==> config.mk <==
export PLATFORM = sky130hd
export DESIGN_NAME = psd_top
export DESIGN_NICKNAME = d
export VERILOG_FILES = /design/src/hw/psd_pkg.sv /design/src/hw/psd_top.sv
export VERILOG_INCLUDE_DIRS = /design/src /design/src/hw
export SDC_FILE = /design/constraint.sdc
export NUM_CORES = 1
export LEC_CHECK = 0
export ABC_AREA = 1
export BUFFER_PORTS_ARGS = -buffer_cell sky130_fd_sc_hd__buf_2
export CORE_AREA = 2 2 126 128
export DETAILED_ROUTE_END_ITERATION = 8
export DIE_AREA = 0 0 128 130
export PLACE_DENSITY = 0.88
export SLEW_MARGIN = 10
export SYNTH_ARGS = -nofsm -noshare
export SYNTH_HDL_FRONTEND = slang
export SYNTH_SLANG_ARGS = --single-unit
==> constraint.sdc <==
create_clock -name REF_CLK_I -period 3 [get_ports REF_CLK_I]
set_clock_uncertainty 0.2 [all_clocks]
set_input_delay 0.15 -clock REF_CLK_I [delete_from_list [all_inputs] [get_ports REF_CLK_I]]
set_output_delay 0.15 -clock REF_CLK_I [all_outputs]
set_load 0.03 [all_outputs]
==> src/hw/psd_regs.svh <==
// Offsets, field positions, reset values and timing for the strap, PRBS
// counter and RGMII delay register group. Assumes a 32-bit APB slave.
`ifndef PSD_REGS_SVH
`define PSD_REGS_SVH
// Register indices; byte address is four times the index
`define PSD_IDX_FASTDV 10'h043
`define PSD_IDX_MODE 10'h016
`define PSD_IDX_STRAP 10'h06E
`define PSD_IDX_BYTE 10'h071
`define PSD_IDX_ERR 10'h072
`define PSD_IDX_PKTLEN 10'h07B
`define PSD_IDX_DLL 10'h086
`define PSD_IDX_PLL 10'h0C6
// Field positions
`define PSD_ERR_LOCK 0
`define PSD_ERR_CLR 1
`define PSD_ERR_BOVF 9
`define PSD_ERR_POVF 10
`define PSD_DLL_FVAL 9
`define PSD_DLL_FCTRL 8
`define PSD_MODE_CONT 0
`define PSD_MODE_SHIFT 1
// Reset values, limits and the align delay code
`define PSD_RST_PKTLEN 16'h05DC
`define PSD_RST_DLL 10'h077
`define PSD_RST_MODE 2'h2
`define PSD_BYTE_MAX 16'hFFFF
`define PSD_ERR_MAX 16'h00FF
`define PSD_ALIGN_CODE 4'hF
// Delay step in picoseconds
`define PSD_STEP_PS 250
`endif

==> src/hw/psd_pkg.sv <==
// Types for the strap, PRBS counter and RGMII delay register group.
// Assumes psd_regs.svh is on the include path.
package psd_pkg;
  // Latched bootstrap levels, ordered as the status bits 13..0
  typedef struct packed {
    logic linkloss_passthrough_boot;
    logic mirror_boot;
    logic [2:0] operating_mode_boot;
    logic [4:0] phy_address_boot;
    logic [1:0] autoneg_select_boot;
    logic autoneg_enable_boot;
    logic mac_mii_boot;
  } psd_strap_t;
  // One-cycle events from the PRBS checker
  typedef struct packed {
    logic byte_rx;
    logic byte_err;
    logic pkt_done;
  } psd_chk_evt_t;
  // Applied delay line settings
  typedef struct packed {
    logic dll_en;
    logic [4:0] tx_steps;
    logic [4:0] rx_steps;
  } psd_dly_t;
  // Whole state of the block
  typedef struct packed {
    psd_strap_t strap_s1;
    psd_strap_t strap_s2;
    psd_strap_t strap;
    logic strap_taken;
    logic [15:0] byte_cnt;
    logic [7:0] err_cnt;
    logic [15:0] pkt_cnt;
    logic [15:0] byte_vis;
    logic [7:0] err_vis;
    logic pkt_ovf;
    logic byte_ovf;
    logic [15:0] pkt_len;
    logic [9:0] dll_ctrl;
    logic [15:0] pll;
    logic fast_dv;
    logic [1:0] mode;
    logic [15:0] rdata;
    psd_dly_t dly;
  } psd_state_t;
endpackage

==> src/hw/psd_top.sv <==
// Strap status, PRBS counters, packet length and RGMII delay registers.
// Assumes an APB master on REF_CLK_I and checker events on the same clock.
`timescale 1ns/10ps
`include "psd_regs.svh"
module psd_top (
  // Clock and reset
  input wire logic REF_CLK_I,
  input wire logic RESET_I,
  // APB slave
  input wire logic PSEL_I,
  input wire logic PENABLE_I,
  input wire logic PWRITE_I,
  input wire logic [11:0] PADDR_I,
  input wire logic [31:0] PWDATA_I,
  input wire logic [3:0] PSTRB_I,
  output logic [31:0] PRDATA_O,
  output logic PREADY_O,
  output logic PSLVERR_O,
  // Bootstrap pins, asynchronous
  input wire psd_pkg::psd_strap_t STRAP_I,
  // PRBS checker events and automatic DLL enable
  input wire psd_pkg::psd_chk_evt_t CHK_EVT_I,
  input wire logic DLL_AUTO_EN_I,
  // Settings toward the datapath
  output psd_pkg::psd_strap_t STRAP_O,
  output logic [15:0] TEST_PACKET_LENGTH_O,
  output psd_pkg::psd_dly_t DLY_O,
  output logic [15:0] PLL_PHASE_SETTING_O,
  output logic EARLY_RECEIVE_VALID_O,
  output logic CNT_CONTINUOUS_O
);
  import psd_pkg::*;

  // Saturating or wrapping increment; top bit flags overflow
  function automatic logic [16:0] step(input logic [15:0] c,
                                       input logic [15:0] mx,
                                       input logic inc,
                                       input logic cont);
    logic [16:0] r;
    r = {1'b0, c};
    if (inc && c == mx) begin
      r = {1'b1, cont ? 16'h0000 : mx};
    end else if (inc) begin
      r = {1'b0, c + 16'h0001};
    end
    return r;
  endfunction

  // Delay code to 250 ps steps; zero in align mode
  function automatic logic [4:0] dsteps(input logic [3:0] code,
                                        input logic shift);
    logic [4:0] r;
    r = 5'h00;
    if (shift && code != `PSD_ALIGN_CODE) begin
      r = {1'b0, code} + 5'h01;
    end
    return r;
  endfunction

  // Byte-lane merge for the low halfword
  function automatic logic [15:0] merge(input logic [15:0] old,
                                        input logic [15:0] nw,
                                        input logic [1:0] strb);
    logic [15:0] r;
    r = old;
    if (strb[0]) begin
      r[7:0] = nw[7:0];
    end
    if (strb[1]) begin
      r[15:8] = nw[15:8];
    end
    return r;
  endfunction

  psd_state_t state_q; // Registered state
  psd_state_t state_d; // Next state
  logic [9:0] idx; // Word index
  logic hit; // Address maps to a register
  logic [15:0] rmux; // Read value of addressed register
  logic acc; // Access phase
  logic wr; // Write takes effect
  logic lock; // Snapshot request
  logic clr; // Snapshot and clear request
  logic [16:0] byte_nx; // Byte counter step
  logic [16:0] err_nx; // Error counter step
  logic [16:0] pkt_nx; // Packet counter step
  logic [15:0] wdat; // Written halfword
  logic cont; // Continuous count mode

  assign idx = PADDR_I[11:2];
  assign acc = PSEL_I & PENABLE_I;
  assign wdat = PWDATA_I[15:0];
  assign cont = state_q.mode[`PSD_MODE_CONT];
  // No wait states; the read word was prepared in the setup cycle
  assign PREADY_O = 1'b1;
  assign PSLVERR_O = acc & ~hit;
  assign wr = acc & PWRITE_I & hit;
  // Writing a one to either trigger bit, low byte lane enabled
  assign lock = wr && idx == `PSD_IDX_ERR && PSTRB_I[0] &&
                (wdat[`PSD_ERR_LOCK] || wdat[`PSD_ERR_CLR]);
  assign clr = wr && idx == `PSD_IDX_ERR && PSTRB_I[0] &&
               wdat[`PSD_ERR_CLR];

  // Address decode and read mux; reserved bits read zero
  always_comb begin
    hit = 1'b1;
    rmux = 16'h0000;
    if (PADDR_I[1:0] != 2'h0) begin
      hit = 1'b0; // Unaligned access refused
    end else begin
      unique case (idx)
        `PSD_IDX_STRAP: rmux = {2'h0, state_q.strap};
        `PSD_IDX_BYTE: rmux = state_q.byte_vis;
        `PSD_IDX_ERR: begin
          rmux = {5'h00, state_q.pkt_ovf, state_q.byte_ovf, 1'b0,
                  state_q.err_vis};
        end
        `PSD_IDX_PKTLEN: rmux = state_q.pkt_len;
        `PSD_IDX_DLL: rmux = {6'h00, state_q.dll_ctrl};
        `PSD_IDX_PLL: rmux = state_q.pll;
        `PSD_IDX_FASTDV: rmux = {15'h0000, state_q.fast_dv};
        `PSD_IDX_MODE: rmux = {14'h0000, state_q.mode};
        default: hit = 1'b0; // Unmapped reads zero
      endcase
    end
  end

  // Counter steps; a clear and an event in one cycle keep the event
  assign byte_nx = step(clr ? 16'h0000 : state_q.byte_cnt, `PSD_BYTE_MAX,
                        CHK_EVT_I.byte_rx, cont);
  assign err_nx = step(clr ? 16'h0000 : {8'h00, state_q.err_cnt},
                       `PSD_ERR_MAX, CHK_EVT_I.byte_err, cont);
  assign pkt_nx = step(clr ? 16'h0000 : state_q.pkt_cnt, `PSD_BYTE_MAX,
                       CHK_EVT_I.pkt_done, cont);

  // Next-state logic
  always_comb begin
    state_d = state_q;
    // Strap synchroniser; first stage feeds only the second
    state_d.strap_s1 = STRAP_I;
    state_d.strap_s2 = state_q.strap_s1;
    // Capture once after reset, after two synchroniser stages settle
    if (!state_q.strap_taken) begin
      state_d.strap = state_q.strap_s2;
      state_d.strap_taken = 1'b1;
    end
    // Counters run continuously behind the visible snapshot
    state_d.byte_cnt = byte_nx[15:0];
    state_d.err_cnt = err_nx[7:0];
    state_d.pkt_cnt = pkt_nx[15:0];
    // Snapshot takes values before any clear
    if (lock) begin
      state_d.byte_vis = state_q.byte_cnt;
      state_d.err_vis = state_q.err_cnt;
    end
    // Sticky flags; the clear wins, as a count zeroed by the clear cannot overflow in that cycle
    state_d.pkt_ovf = (state_q.pkt_ovf & ~clr) | pkt_nx[16];
    state_d.byte_ovf = (state_q.byte_ovf & ~clr) | byte_nx[16];
    // Software writes; read-only registers ignore them
    if (wr) begin
      unique case (idx)
        `PSD_IDX_PKTLEN: state_d.pkt_len = merge(state_q.pkt_len, wdat,
                                                 PSTRB_I[1:0]);
        `PSD_IDX_DLL: begin
          state_d.dll_ctrl = 10'(merge({6'h00, state_q.dll_ctrl}, wdat,
                                       PSTRB_I[1:0]));
        end
        `PSD_IDX_PLL: state_d.pll = merge(state_q.pll, wdat, PSTRB_I[1:0]);
        `PSD_IDX_FASTDV: begin
          if (PSTRB_I[0]) begin
            state_d.fast_dv = wdat[0];
          end
        end
        `PSD_IDX_MODE: begin
          if (PSTRB_I[0]) begin
            state_d.mode = wdat[1:0];
          end
        end
        default: ; // Straps and counters are read-only
      endcase
    end
    // Applied DLL enable and delays
    state_d.dly.dll_en = state_q.dll_ctrl[`PSD_DLL_FCTRL] ?
                         state_q.dll_ctrl[`PSD_DLL_FVAL] : DLL_AUTO_EN_I;
    state_d.dly.tx_steps = dsteps(state_q.dll_ctrl[7:4],
                                  state_q.mode[`PSD_MODE_SHIFT]);
    state_d.dly.rx_steps = dsteps(state_q.dll_ctrl[3:0],
                                  state_q.mode[`PSD_MODE_SHIFT]);
    // Read word prepared in the setup cycle, held through access
    if (PSEL_I && !PENABLE_I) begin
      state_d.rdata = rmux;
    end
  end

  // State register with synchronous reset
  always_ff @(posedge REF_CLK_I) begin
    if (RESET_I) begin
      state_q <= '0;
      // Synchroniser keeps sampling the pins, so the straps are settled at release
      state_q.strap_s1 <= state_d.strap_s1;
      state_q.strap_s2 <= state_d.strap_s2;
      state_q.pkt_len <= `PSD_RST_PKTLEN;
      state_q.dll_ctrl <= `PSD_RST_DLL;
      state_q.mode <= `PSD_RST_MODE;
    end else begin
      state_q <= state_d;
    end
  end

  // Outputs other than PREADY_O and PSLVERR_O, all from flip-flops
  assign PRDATA_O = {16'h0000, state_q.rdata};
  assign STRAP_O = state_q.strap;
  assign TEST_PACKET_LENGTH_O = state_q.pkt_len;
  assign DLY_O = state_q.dly;
  assign PLL_PHASE_SETTING_O = state_q.pll;
  assign EARLY_RECEIVE_VALID_O = state_q.fast_dv;
  assign CNT_CONTINUOUS_O = cont;
endmodule

==> impl_results.md, run 1 <==
* Run status: finished clean
* Hold Path Class: in2reg
* Rows at 46
* CTS sink count at 181
* Slew HR at 0.451
* Reg-to-reg slack, setup at 1.00 ns
* GRT Util Overall at 0.264
* Initial Utilization at 0.549
* Clock root buffer: clkbuf_16
* Min-Delay Endpoint: PRDATA_O[12]$_SDFFE_PP0P_
* Initial antenna violation count at 0
* Path type of the worst setup path: in2reg
* CP Data Required Time at 3.08 ns
* Final std cell area, no fill at 9790 um^2
* Yosys reg bits at 181
* Max Cap Viol at 0
* Worst min-delay path startpoint: PENABLE_I
* Largest net degree at the start of global routing at 55
* Total number of vias at 7793
* Pre-antenna DRT Iters at 5
* Lkg Pwr at 4.26 nW
* Port bufs at 128
* CP Data Arrival Time at 2.92 ns
* Global-route wire length before repair at 34700 um
* Synth Area in XOR/XNOR at 0.00517
* Final core occ at 0.635
* Core area at 15400 um^2
* Nets at 1296
* H-tree lvl count at 4
* Post-synthesis simple-gate area fraction at 0.219
* Die width at 128 um
* Post-synth EDFFs at 0
* Final number of setup-violating endpoints at 0
* Drt via density at 5.46
* Final hold violation count at 0
* Final cycle utilization of the critical path at 0.947
* Die area at 16600 um^2
* Worst Tran Pin Value at 0.822 ns
* Syn Area/Cell at 7.53 um^2
* DR iter-0 viols at 739
* Tmin final at 2.84 ns
* Synth unique cells at 44
* Startpoint types: primary input
* Post-Syn Instances at 1124
* Power per cell area at 506 nW/um^2
* Hold-critical path depth at 5
* CTS clk-pin slew, worst paths at 0.07 ns
* Commonest non-fill, non-tap cell in the layout: dfxtp_1
* Sequential share of the synthesized area at 0.428
* R2r startpoint: state_q[115]$_SDFF_PP0_
* Maximum root-to-sink buffer count at 2
* Crit Path Max Fanout at 5
* Post-synth top area cell: dfxtp_1
* Final Slew Violations at 0
* TritonCTS clock tree: done
* Number of remaining DRC errors at 0
* Most frequent cells in the layout: dfxtp_1, nand2_1, inv_1, buf_2, a21oi_1
* GRT overflow at 0
* Cell Area, Synth at 8470 um^2
* RR Endpoint: state_q[119]$_SDFF_PP0_
* Antenna-violating nets left at 0
* Final wirelength at 22600 um
* Post-synthesis mux area share at 0
* CTS Buf Count at 17
* Peak supply drop at 414 uV
* Boundary Pins at 164
* Layout cells sized above 1 at 0.206
* Yosys warning total at 0
* Die H at 130 um
* Post-synth ARST share at 0
* Fmax at 352 MHz
* Crit path capture type: register
* Post-DP HPWL at 15100 um
* Area growth syn-to-layout at 15.7%
* Post-DP Area at 8750 um^2
* Synth Flop Type: dfxtp_1
* Most area-consuming cells after synthesis: dfxtp_1, buf_4, nand2_1, inv_1, a21oi_1
* Largest family of logic cells by synthesized area: simple AND/OR/NAND/NOR gates
* Worst r2r path cells at 9
* Latest clock arrival within the worst-skew pair at 0.43 ns
* Share of the synthesized area in the top cell type at 0.428
* Post-synthesis adder-cell area fraction at 0.00443
* # diodes at 0
* Vias in the first global route at 7206
* Routed len/inst at 15.8 um
* Compound-Gate Fraction of Synth Area at 0.175
* GPL Wtd Cong at 0.951
==> routing by layer <==
layer,GRT usage,routed length [um],share of wire,vias to the layer above
li1,-,-,-,3765
met4,0.139,1040,0.046,0
met2,0.460,11100,0.49,377
met5,0,0,0,-
met3,0.0574,1610,0.071,59
met1,0.305,8810,0.39,3592
==> final cells by class <==
| cell class | count | area (um^2) |
|---|---|---|
| clock inverters | 13 | 123 |
| multi-input cells | 684 | 3540 |
| fillers | 1210 | 5630 |
| clock buffers | 19 | 443 |
| well taps | 192 | 240 |
| repair buffers | 190 | 1260 |
| inverters | 148 | 556 |
| flip-flops and latches | 181 | 3620 |
==> synth_stat cells (10+ instances only) <==
master	n
o21ai_0	93
nand3_1	54
dfxtp_1	181
o22ai_1	14
nor3_1	10
buf_4	90
nand4_1	19
nand2_1	179
a21oi_2	17
inv_1	137
clkbuf_1	28
o211ai_1	17
a21oi_1	98
nor2_1	93
nand3_2	11
==> sequential cells by signal, summed over array words and instances, names as in the netlist <==
register and flops:
CNT_CONTINUOUS_O 1, DLY_O 11, EARLY_RECEIVE_VALID_O 1, PLL_PHASE_SETTING_O 16, PRDATA_O 16, STRAP_O 14
TEST_PACKET_LENGTH_O 16, state_d 14, state_q 92
==> through the flow <==
step                worst slack, ns  hold WS (ns)  cells  total power [W]  setup TNS [ns]
global placement              0.277        0.0527   1354          0.00279               0
global route                -0.0317        0.0563   1427          0.00510         -0.0441
CTS                          0.0978        0.0258   1422          0.00495               0
detailed placement            0.192        0.0536   1354          0.00280               0
finish                        0.158        0.0431   1427          0.00496               0
floorplan                     0.321       -0.0223   1141          0.00274               0
==> power breakdown <==
part           internal (W)  switching, W
Clock               0.00118      0.000982
Sequential          0.00245     0.0000229
Combinational      0.000107      0.000218
Total               0.00373       0.00122
==> worst max-delay path: stages <==
cell	delay, ns
dlygate4sd3_1	0.54
buf_2	0.16
nand2_4	0.11
nor2_4	0.06
nand3_1	0.08
nand2_1	0.06
nor2_2	0.16
nand2_4	0.08
nand3_2	0.09
nor2_4	0.06
nand3_4	0.12
inv_2	0.07
nor2_2	0.10
ha_1	0.15
nand2_1	0.07
nand3b_1	0.27
nor2_4	0.26
nand3_4	0.12
nand3_1	0.12
a21oi_1	0.06
==> what timing repair did <==
item                                    CTS  global route
buffers inserted                          0             3
hold endpoints to repair                 65             0
gates resized for setup                   0            13
endpoints found under the setup margin    0            40
hold buffers                             36             0
==> cells by family (layout without fill, tap and decap cells) <==
logic type               count (synthesis)  in the layout
AO/OA/AOI/OAI                          258            258
XOR/XNOR                                 5              5
adder cells (fa/ha/maj)                  3              3
buffers and inverters                  277            370
flip-flops                             181            181
other                                    2             19
AND/OR/NAND/NOR                        398            399
==> how the worst max path moves through the flow <==
stage | startpoint | to | cells past startpoint
floorplan | PADDR_I[11] | state_q[120]$_SDFF_PP0_ | 21
global placement | PADDR_I[2] | state_q[110]$_SDFF_PP0_ | 21
detailed placement | PADDR_I[2] | state_q[113]$_SDFF_PP0_ | 21
CTS | PADDR_I[3] | state_q[113]$_SDFF_PP0_ | 21
global route | PADDR_I[3] | state_q[120]$_SDFF_PP0_ | 22
finish | PADDR_I[3] | state_q[119]$_SDFF_PP0_ | 20
Power figures use the tool's default switching activity.
==> run 2: changes to the inputs <==
- clock period: 3 -> 3.2 ns (I/O delays scaled with it)
==> impl_results.md, run 2 (same netlist as run 1, synthesis figures left out) <==
* RSZ-0062 raised after global routing: no
* Fmax at 385 MHz
* Pre-antenna DRT Iters at 6 (+1)
* Final wirelength at 22200 um (-1.7%)
* Dpl cells at 1352 (-0.15%)
* Power Total at 0.00478 W (-3.6%)
* Gr busiest metal: met2
* Hold-critical path depth at 4 (-1)
* Startpoint types: primary input
* M1 GR Usage at 0.302 (-0.00330)
* TritonCTS clock tree: done
* Tmin final at 2.60 ns
* Worst Tran Pin Value at 0.780 ns (-0.0418 ns)
* Met3 Usage GRT at 0.0476 (-0.00984)
* Core area at 15400 um^2 (unchanged)
* Largest net degree at the start of global routing at 55 (unchanged)
* Worst r2r path cells at 9 (unchanged)
* Commonest non-fill, non-tap cell in the layout: dfxtp_1
* Global-route wire length before repair at 34800 um (+0.14%)
* Crit Path Max Fanout at 19 (+14)
* Top reg by flops: state_q
* Seq. cell area at 3620 um^2 (unchanged)
* Crit path capture type: register
* Most frequent cells in the layout: dfxtp_1, nand2_1, inv_1, buf_2, a21oi_1
* GRT Util Overall at 0.266 (+0.00255)
* Layout cells sized above 1 at 0.199 (-0.00762)
* Post-DP Area at 8720 um^2 (-0.31%)
* Port bufs at 128 (unchanged)
* Postcts setup bufs at 0 (unchanged)
* Initial Utilization at 0.549 (unchanged)
* Number of flip-flops in the largest register at 92 (unchanged)
* Clock root buffer: clkbuf_16
* R2r startpoint: state_q[115]$_SDFF_PP0_
* # diodes at 0 (unchanged)
* # fillers at 1257 (+3.9%)
* Power per cell area at 494 nW/um^2 (-2.5%)
* Reg-to-reg slack, setup at 1.26 ns (+0.26 ns)
* Peak supply drop at 369 uV (-11%)
* Final cycle utilization of the critical path at 0.812
* Latest clock arrival within the worst-skew pair at 0.43 ns (about the same)
* Number of remaining DRC errors at 0 (unchanged)
* Multi-input logic area at 3490 um^2 (-1.6%)
* Area growth syn-to-layout at 14.4%
* Rows at 46 (unchanged)
* Final hold violation count at 0 (unchanged)
* Post-DP HPWL at 15200 um (+0.44%)
* Vias in the first global route at 7179 (-0.37%)
* Maximum root-to-sink buffer count at 2 (unchanged)
* RR Endpoint: state_q[119]$_SDFF_PP0_
* Max Cap Viol at 0 (unchanged)
* DR iter-0 viols at 744 (+0.68%)
* Initial antenna violation count at 0 (unchanged)
* Run status: finished clean
* GPL Wtd Cong at 0.924 (-2.9%)
* Final number of setup-violating endpoints at 0 (unchanged)
* Final core occ at 0.628 (-0.00706)
* Die width at 128 um (unchanged)
* H-tree lvl count at 4 (unchanged)
* CTS sink count at 181 (unchanged)
* Path type of the worst setup path: in2reg
* Antenna-violating nets left at 0 (unchanged)
* Final Slew Violations at 0 (unchanged)
* Hold Path Class: in2reg
* Setup TNS Final at 0 ns (unchanged)
* Final std cell area, no fill at 9680 um^2 (-1.1%)
* Routed len/inst at 15.7 um (-1.2%)
* Worst min-delay path startpoint: PADDR_I[3]
* GRT overflow at 0 (unchanged)
* Slew HR at 0.479 (+0.0279)
* Die area at 16600 um^2 (unchanged)
* CP Data Required Time at 3.36 ns (+0.28 ns)
* CP Data Arrival Time at 2.76 ns (-0.16 ns)
* Lkg Pwr at 4.23 nW (-0.86%)
* Nets at 1288 (-0.62%)
* Total number of vias at 7693 (-1.3%)
* Die H at 130 um (unchanged)
* Drt via density at 5.42 (-0.73%)
* Min-Delay Endpoint: EARLY_RECEIVE_VALID_O$_SDFFE_PP0P_
* Final std cells w/o fill at 1419 (-0.56%)
* CTS Buf Count at 17 (unchanged)
* CTS clk-pin slew, worst paths at 0.07 ns (about the same)
* Boundary Pins at 164 (unchanged)
* Global routing usage on met2 at 0.478 (+0.0176)
==> run 2: power breakdown <==
group	internal, W	total (W)	leakage (nW)	switching, W
registers	0.00229	0.00231	1.48	0.0000213
logic	0.0000993	0.000300	2.45	0.000201
clock network	0.00119	0.00216	0.302	0.000977
==> run 2: worst max path at each step <==
| stage | start | end | slack, ns | cells past startpoint |
|---|---|---|---|---|
| 2_1_floorplan | PADDR_I[11] | state_q[120]$_SDFF_PP0_ | 0.51 | 21 |
| 3_3_place_gp | PADDR_I[2] | state_q[108]$_SDFF_PP0_ | 0.24 | 21 |
| 3_5_place_dp | PADDR_I[9] | state_q[108]$_SDFF_PP0_ | 0.21 | 21 |
| 4_1_cts | PADDR_I[9] | state_q[108]$_SDFF_PP0_ | 0.65 | 21 |
| 5_1_grt | PADDR_I[2] | state_q[128]$_SDFF_PP0_ | 0.42 | 19 |
| 6_report | PADDR_I[2] | state_q[128]$_SDFF_PP0_ | 0.60 | 19 |
==> run 2: repair_timing <==
item / CTS / global route
resized for setup: 0 / 0
hold buffers: 35 / 0
endpoints found under the hold margin: 67 / 0
==> run 2: final cells by class <==
class | instances | share of cell area
Clock buffer | 17 | 0.0439
Timing Repair Buffer | 183 | 0.120
Tap cell | 192 | 0.0248
Multi-Input combinational cell | 683 | 0.360
Clock inverter | 15 | 0.0191
Sequential cell | 181 | 0.374
Inverter | 148 | 0.0574
==> run 2: routing by layer <==
layer	part of all wire	wire [um]
met2	0.49	11000
met5	0	0
met1	0.39	8640
met3	0.073	1620
met4	0.044	983
==> run 2: critical path, stage by stage <==
cell and delay, ns:
buf_2 0.12, inv_2 0.04, nand2_2 0.13, nor2_1 0.07, nand3_2 0.13, nand2_1 0.11, nor2_4 0.11, nand2_4 0.12
nand3_2 0.13, nor2_4 0.06, nand3_4 0.15, buf_4 0.27, nand2_1 0.16, nor3_4 0.30, nand3_2 0.14, nor2_2 0.14
nand2_1 0.06, buf_4 0.20, a21oi_1 0.14
==> run 2: through the flow <==
| stage | setup WS (ns) | hold WS, ns |
|---|---|---|
| 2_1_floorplan | 0.511 | -0.0123 |
| 3_3_place_gp | 0.241 | 0.0620 |
| 3_5_place_dp | 0.207 | 0.0636 |
| 4_1_cts | 0.653 | 0.00421 |
| 5_1_grt | 0.416 | 0.0596 |
| 6_report | 0.601 | 0.0141 |
